[src/design/bus_exchanger_regs.vh]
// Purpose: Shared constants for the registered 18-to-36 bus exchanger.
// Assumes: Included by its bare name from the exchanger design file only; the synchroniser file does not include it.
// Notes: No software registers exist; these are widths, bit positions and reset values only.
`ifndef BUS_EXCHANGER_REGS_VH
`define BUS_EXCHANGER_REGS_VH

`define XCHG_HALF_W 18
`define XCHG_WIDE_W 36
`define XCHG_CTRL_W 4
`define XCHG_SYNC_W 58
`define XCHG_NARROW_LSB 40
`define XCHG_LOW_LSB 22
`define XCHG_HIGH_LSB 4
`define XCHG_DIR_BIT 2
`define XCHG_SEL_BIT 1
`define XCHG_DATA_RST 18'h00000
`define XCHG_DIR_RST 1'b0
`define XCHG_OE_N_RST 1'b1
`define XCHG_SEL_RST 1'b0
`define XCHG_LCLK_RST 1'b0

`endif

[src/design/pin_sync2.v]
// Purpose: Two flip-flop synchroniser for a bundle of asynchronous pin levels.
// Assumes: Each bit is a level held for many sys_clk cycles around link clock edges.
// Notes: The first stage is read only by the second stage.
`timescale 1ns/100ps
module pin_sync2 #(
  parameter W = 8,
  parameter [W-1:0] RST = {W{1'b0}}
) (
  input wire sys_clk,
  input wire rstn,
  input wire [W-1:0] d,
  output reg [W-1:0] q
);

  reg [W-1:0] meta_r;

  always @(posedge sys_clk or negedge rstn) begin
    if (!rstn) begin
      meta_r <= RST;
      q <= RST;
    end else begin
      meta_r <= d;
      q <= meta_r;
    end
  end

endmodule

[src/design/bus_exchanger.v]
// What this block does
// - Data moves between an 18-bit narrow port and a 36-bit wide port split into two 18-bit halves.
// - Every data and direction register captures only on a rising edge of the link clock.
// - Going wide to narrow, the select input chooses the low or the high half for the narrow port.
// - Going narrow to wide, the low half path has two register stages and the high half one.
// - The direction input is registered so the driven port changes only with the link clock.
// - Narrow to wide with select high, both wide halves keep their previous levels.
// - Narrow to wide with select low, narrow data reaches the low half after the second edge.
// - Wide to narrow, high-half data loads a first stage with select low and moves on with select high.
// - Output enable is active low; high floats both ports, low lets direction pick the driver.
//
// Purpose: Registered bus exchanger behind the pins, clocked by sys_clk at 40 MHz.
// Assumes: The link clock and every pin are asynchronous and are synchronised before use.
// Notes: Outputs lag the pins by a few sys_clk cycles because of synchronisation.
`timescale 1ns/100ps
`include "bus_exchanger_regs.vh"
module bus_exchanger (
  input wire sys_clk,
  input wire rstn,
  input wire link_clk,
  input wire oe_n,
  input wire dir,
  input wire sel,
  input wire [`XCHG_HALF_W-1:0] narrow_in,
  output reg [`XCHG_HALF_W-1:0] narrow_out,
  output reg narrow_oe,
  input wire [`XCHG_HALF_W-1:0] wide_low_half_in,
  output reg [`XCHG_HALF_W-1:0] wide_low_half_out,
  output reg wide_low_half_oe,
  input wire [`XCHG_HALF_W-1:0] wide_high_half_in,
  output reg [`XCHG_HALF_W-1:0] wide_high_half_out,
  output reg wide_high_half_oe
);

  localparam [`XCHG_SYNC_W-1:0] SYNC_RST = {`XCHG_DATA_RST, `XCHG_DATA_RST,
    `XCHG_DATA_RST, `XCHG_OE_N_RST, `XCHG_DIR_RST, `XCHG_SEL_RST, `XCHG_LCLK_RST};

  wire [`XCHG_SYNC_W-1:0] sync_q;
  wire [`XCHG_HALF_W-1:0] narrow_s;
  wire [`XCHG_HALF_W-1:0] low_s;
  wire [`XCHG_HALF_W-1:0] high_s;
  wire oe_n_s;
  wire dir_s;
  wire sel_s;
  wire lclk_s;
  wire [`XCHG_CTRL_W-1:0] ctrl_s;

  // Samples taken one cycle earlier are the values that stood just before the
  // link clock rose, which keeps the pins' hold time from mattering.
  reg [`XCHG_SYNC_W-1:0] prev_r;
  reg lclk_prev_r;
  wire link_edge;

  reg dir_r;
  reg [`XCHG_HALF_W-1:0] a_stage_r;
  reg [`XCHG_HALF_W-1:0] b_stage_r;

  wire [`XCHG_HALF_W-1:0] narrow_p;
  wire [`XCHG_HALF_W-1:0] low_p;
  wire [`XCHG_HALF_W-1:0] high_p;
  wire dir_p;
  wire sel_p;

  // One synchroniser per group keeps each bundle's reset value next to it.
  pin_sync2 #(
    .W(`XCHG_HALF_W),
    .RST(`XCHG_DATA_RST)
  ) u_sync_narrow (
    .sys_clk(sys_clk),
    .rstn(rstn),
    .d(narrow_in),
    .q(narrow_s)
  );

  pin_sync2 #(
    .W(`XCHG_HALF_W),
    .RST(`XCHG_DATA_RST)
  ) u_sync_low (
    .sys_clk(sys_clk),
    .rstn(rstn),
    .d(wide_low_half_in),
    .q(low_s)
  );

  pin_sync2 #(
    .W(`XCHG_HALF_W),
    .RST(`XCHG_DATA_RST)
  ) u_sync_high (
    .sys_clk(sys_clk),
    .rstn(rstn),
    .d(wide_high_half_in),
    .q(high_s)
  );

  pin_sync2 #(
    .W(`XCHG_CTRL_W),
    .RST({`XCHG_OE_N_RST, `XCHG_DIR_RST, `XCHG_SEL_RST, `XCHG_LCLK_RST})
  ) u_sync_ctrl (
    .sys_clk(sys_clk),
    .rstn(rstn),
    .d({oe_n, dir, sel, link_clk}),
    .q(ctrl_s)
  );

  assign {oe_n_s, dir_s, sel_s, lclk_s} = ctrl_s;
  assign sync_q = {narrow_s, low_s, high_s, ctrl_s};
  assign narrow_p = prev_r[`XCHG_NARROW_LSB +: `XCHG_HALF_W];
  assign low_p = prev_r[`XCHG_LOW_LSB +: `XCHG_HALF_W];
  assign high_p = prev_r[`XCHG_HIGH_LSB +: `XCHG_HALF_W];
  assign dir_p = prev_r[`XCHG_DIR_BIT];
  assign sel_p = prev_r[`XCHG_SEL_BIT];
  assign link_edge = lclk_s & ~lclk_prev_r;

  always @(posedge sys_clk or negedge rstn) begin
    if (!rstn) begin
      prev_r <= SYNC_RST;
      lclk_prev_r <= `XCHG_LCLK_RST;
    end else begin
      prev_r <= sync_q;
      lclk_prev_r <= lclk_s;
    end
  end

  // Next values. A data or direction register that no link edge touches keeps its value, so
  // no stored data or direction can move between edges of the link clock.
  reg dir_nxt;
  reg [`XCHG_HALF_W-1:0] a_stage_nxt;
  reg [`XCHG_HALF_W-1:0] b_stage_nxt;
  reg [`XCHG_HALF_W-1:0] narrow_out_nxt;
  reg [`XCHG_HALF_W-1:0] low_out_nxt;
  reg [`XCHG_HALF_W-1:0] high_out_nxt;
  reg narrow_oe_nxt;
  reg low_oe_nxt;
  reg high_oe_nxt;

  // The direction is taken only on a link edge, never straight from the pin.
  always @* begin
    dir_nxt = dir_r;
    if (link_edge) begin
      dir_nxt = dir_p;
    end
  end

  // Narrow to wide: the low half sits behind two stages, the high half behind
  // one, and select high freezes both halves and the first stage.
  always @* begin
    a_stage_nxt = a_stage_r;
    low_out_nxt = wide_low_half_out;
    high_out_nxt = wide_high_half_out;
    if (link_edge && !sel_p) begin
      a_stage_nxt = narrow_p;
      low_out_nxt = a_stage_r;
      high_out_nxt = narrow_p;
    end
  end

  // Wide to narrow: select low loads the high half into its first stage and
  // passes the low half on; select high moves the stored high half out.
  always @* begin
    b_stage_nxt = b_stage_r;
    narrow_out_nxt = narrow_out;
    if (link_edge) begin
      if (!sel_p) begin
        b_stage_nxt = high_p;
        narrow_out_nxt = low_p;
      end else begin
        narrow_out_nxt = b_stage_r;
      end
    end
  end

  // Enables follow the output enable pin at once but the direction only as
  // captured on a link clock edge, so no bus turns round between edges.
  always @* begin
    narrow_oe_nxt = ~oe_n_s & ~dir_r;
    low_oe_nxt = ~oe_n_s & dir_r;
    high_oe_nxt = ~oe_n_s & dir_r;
  end

  always @(posedge sys_clk or negedge rstn) begin
    if (!rstn) begin
      dir_r <= `XCHG_DIR_RST;
    end else begin
      dir_r <= dir_nxt;
    end
  end

  always @(posedge sys_clk or negedge rstn) begin
    if (!rstn) begin
      a_stage_r <= `XCHG_DATA_RST;
      wide_low_half_out <= `XCHG_DATA_RST;
      wide_high_half_out <= `XCHG_DATA_RST;
    end else begin
      a_stage_r <= a_stage_nxt;
      wide_low_half_out <= low_out_nxt;
      wide_high_half_out <= high_out_nxt;
    end
  end

  always @(posedge sys_clk or negedge rstn) begin
    if (!rstn) begin
      b_stage_r <= `XCHG_DATA_RST;
      narrow_out <= `XCHG_DATA_RST;
    end else begin
      b_stage_r <= b_stage_nxt;
      narrow_out <= narrow_out_nxt;
    end
  end

  // Both ports float during reset.
  always @(posedge sys_clk or negedge rstn) begin
    if (!rstn) begin
      narrow_oe <= 1'b0;
      wide_low_half_oe <= 1'b0;
      wide_high_half_oe <= 1'b0;
    end else begin
      narrow_oe <= narrow_oe_nxt;
      wide_low_half_oe <= low_oe_nxt;
      wide_high_half_oe <= high_oe_nxt;
    end
  end

endmodule

[config.mk]
export PLATFORM = sky130hd
export DESIGN_NAME = bus_exchanger
export DESIGN_NICKNAME = d
export VERILOG_FILES = /design/src/design/pin_sync2.v /design/src/design/bus_exchanger.v
export VERILOG_INCLUDE_DIRS = /design/src /design/src/design
export SDC_FILE = /design/constraint.sdc
export NUM_CORES = 1
export LEC_CHECK = 0
export BUFFER_PORTS_ARGS = -buffer_cell sky130_fd_sc_hd__buf_4
export CAP_MARGIN = 20
export CELL_PAD_IN_SITES_DETAIL_PLACEMENT = 0
export CELL_PAD_IN_SITES_GLOBAL_PLACEMENT = 2
export CORE_MARGIN = 1
export CORE_UTILIZATION = 40
export CTS_BUF_LIST = sky130_fd_sc_hd__clkbuf_4
export DETAILED_ROUTE_END_ITERATION = 7
export PLACE_DENSITY = 0.82
export SLEW_MARGIN = 40
export SYNTH_ARGS = -nofsm -noshare
export SYNTH_HDL_FRONTEND = slang
export SYNTH_HIERARCHICAL = 1
export SYNTH_SLANG_ARGS = --single-unit
[constraint.sdc]
create_clock -name sys_clk -period 2.1 [get_ports sys_clk]
set_input_delay 0.525 -clock sys_clk [delete_from_list [all_inputs] [get_ports sys_clk]]
set_output_delay 0.525 -clock sys_clk [all_outputs]
set_load 0.02 [all_outputs]
==> impl_summary.txt <==
----------------------------------------------------
[Layout]
  Ratio of cells with drive above 1 in the final layout ... 0.4936
  Most common cell after layout, fill and taps aside ... sky130_fd_sc_hd__dfrtp_1
  Design area ... 10030 um^2
  Number of antenna diodes ... 0
  Signed area change from the synthesized netlist to the final layout ... 31.86%
  Count of nets after finishing ... 652
  Highest-count cells in the layout ignoring fill and taps ... 246 x sky130_fd_sc_hd__dfrtp_1, 124 x sky130_fd_sc_hd__buf_4, 81 x sky130_fd_sc_hd__clkbuf_4
  Layout filler cell count ... 1487
  Combined area of the multi-input logic cells ... 1250 um^2
  Sequential cell area ... 6208 um^2

[Run status]
  Result of the run ... finished, final reports clean

[Synthesis]
  Average cell area after synthesis ... 21.48 um^2
  Largest family of logic cells by synthesized area ... multiplexers
  Adder-cell area share of the yosys netlist ... 0
  Multiplexer share of the synthesized area ... 0.1595
  Compound-cell area share of the yosys netlist ... 0
  Number of library cell types mapped by synthesis ... 11
  Synth Net Count ... 414
  Flip-flop and latch count after synthesis ... 248
  Sequential share of the synthesized area ... 0.8165
  Number of synthesis warnings ... 6
  Share of synthesized cell area in and, or, nand and nor gates ... 0.003785
  Synth Area in XOR/XNOR ... 0
  Post-synthesis instance area ... 7604 um^2
  Synthesized instance count ... 354

[Hold path]
  Worst hold path startpoint ... u_sync_ctrl/meta_r[2]
  Worst hold path stage count ... 0
  Destination of the worst hold path ... u_sync_ctrl/q[2]
  Min-delay worst type ... reg -> reg

[Clocking]
  Clock latency reported for the late side of the worst-skew pair ... 650 ps
  Clock transition at path regs ... 60 ps
  Number of post-CTS setup repair buffers ... 0
  # H-tree levels ... 2
  CTS Sinks ... 248
  CTS max path bufs ... 3
  Post-cts gate resize count ... 0
  TritonCTS clock tree ... yes
  Clock root buffer ... sky130_fd_sc_hd__clkbuf_4
  TritonCTS buffer count ... 60

[Timing]
  Setup violators final ... 0
  Clock Skew ... 36.62 ps
  Final cycle utilization of the critical path ... 0.8362
  Pin slew with the least headroom to its limit ... 449.3 ps
  Minimum clock period ... 1756 ps
  Hold violation count in the final report ... 0
  Maximum clock frequency ... 569.5 MHz
  Fin Setup TNS ... 0 ps
  Relative slew slack ... 0.7005
  Setup repair after global routing missed its margin ... no
  Total count of max-transition violations in the final report ... 0

[GRT]
  All-Layer GR Usage ... 0.1310
  First-pass GRT wire length ... 20160 um
  Antenna violations before repair ... 0
  Largest net degree at the start of global routing ... 58
  Via count of the first global-routing pass ... 4211
  Total gr overflow ... 0

[Critical path]
  Series of cell instances along the critical path ... buf_4
  Setup crit end kind ... output pin
  Delay of the slowest cell on the worst path ... 410 ps
  Crit path kind ... reg -> out
  Top fanout value on the critical path ... 3
  Setup slack of the most critical reg-to-reg path ... 560 ps
  Number of cells on the worst reg-to-reg path ... 3
  Required @ worst endpoint ... 1570 ps
  Kind of cell with the highest combined delay on the critical path ... flip-flops
  Arrival time of data at the critical path endpoint ... 1230 ps
  WP buf/inv ... 1
  Reg2reg start ... prev_r[1]
  FF-to-FF End ... wide_high_half_out[0]
  Crit start category ... flop
  Worst path slowest cell ... sky130_fd_sc_hd__dfrtp_1

[Floorplan]
  Total die area ... 19560 um^2
  Row count ... 50
  Area of the core ... 18640 um^2
  Chip width ... 139.9 um
  # IOs ... 117
  DIE HEIGHT ... 139.9 um
  Initial core utilization ... 0.4079

[Job]
  Maximum capacitance violations ... 0

[Placement]
  Routability congestion estimate from global placement ... 0.6930
  Detailed placer's ending HPWL ... 7107 um
  Count of port buffers added during placement ... 116
  Standard cell area after detailed placement ... 8757 um^2

[Detailed routing]
  Count of routing violations after the opening detailed-route iteration ... 112
  Antenna viol nets, final ... 0
  WL per Instance ... 13.91 um
  Number of DRC violations after detailed routing ... 0
  Final routed wirelength across all metal layers ... 11910 um
  Routed vias ... 3653
  First drt pass iteration count ... 4
  Vias per cell ... 4.268

[Power]
  Pwr/cell area ... 1065 nW/um^2
  Max rail drop VDD ... 0.0005457 V
  Leak pwr ... 4.724 nW

----------------------------------------------------
==> registers in the layout, indices dropped and copies added, names as in the netlist <==
name,count
b_stage_r,18
dir_r,1
narrow_oe,1
narrow_out,18
prev_r,57
u_sync_ctrl/meta_r,4
u_sync_ctrl/q,4
u_sync_high/meta_r,18
u_sync_high/q,18
u_sync_low/meta_r,18
u_sync_low/q,18
u_sync_narrow/meta_r,18
u_sync_narrow/q,18
wide_high_half_oe,1
wide_high_half_out,18
wide_low_half_out,18
==> worst max-delay path by stage <==
stage                           startpoint                      to  cells past startpoint
CTS                 wide_high_half_out[15]  wide_high_half_out[15]                      1
detailed placement               prev_r[1]   wide_high_half_out[0]                      3
global placement                 prev_r[1]   wide_high_half_out[0]                      3
floorplan                        prev_r[1]            b_stage_r[0]                      5
finish              wide_high_half_out[14]  wide_high_half_out[14]                      1
global route        wide_high_half_out[14]  wide_high_half_out[14]                      1
==> through the flow <==
stage               hold slack, ps  setup slack (ps)  total power [mW]    util  instances
global placement             331.6             551.1             7.124  0.4697        705
detailed placement           334.7             532.5             7.182  0.4697        705
finish                       332.9             343.9             10.68  0.5378        856
CTS                          342.6             263.1             10.90  0.5378        856
global route                 333.6             221.1             11.31  0.5378        856
floorplan                    229.4             671.4             6.420       -        354
==> cell usage after synthesis, drive strengths merged <==
| cell | n | area share |
|---|---|---|
| buf | 11 | 0.020 |
| dfrtp | 246 | 0.81 |
| mux2 | 91 | 0.16 |
| dfstp | 2 | 0.0069 |
| nor3b | 1 | 0.0016 |
| nor2b | 2 | 0.0016 |
| nor2 | 1 | 0.00049 |
==> area by class of cell <==
type / count / area share
tap: 234 / 0.02920
clock buffer: 81 / 0.06065
timing repair buffer: 187 / 0.1592
sequential: 248 / 0.6192
clock inverter: 11 / 0.006989
multi-input combinational: 95 / 0.1247
==> power breakdown <==
group	internal [mW]	total (mW)	leakage, nW	switching (mW)
sequential	5.28	5.54	2.91	0.262
combinational	0.907	1.61	1.41	0.707
clock	1.87	3.53	0.407	1.66
total	8.06	10.7	4.72	2.63
==> timing repair <==
item,CTS,global route
setup endpoints to repair,0,0
hold endpoints to repair,107,0
hold buffers,59,0
==> kinds of logic after synthesis <==
family,count (synthesis)
flops,248
mux,91
buf+inv,11
simple gates,4
==> per-layer routing <==
metal / track usage / vias up / wire length (um)
met2: 0.2071 / 113 / 5826
met3: 0.04646 / 27 / 664
li1: - / 1683 / -
met1: 0.1601 / 1830 / 5150
met5: 0 / - / 0
met4: 0.06420 / 0 / 265
Power figures use the tool's default switching activity.
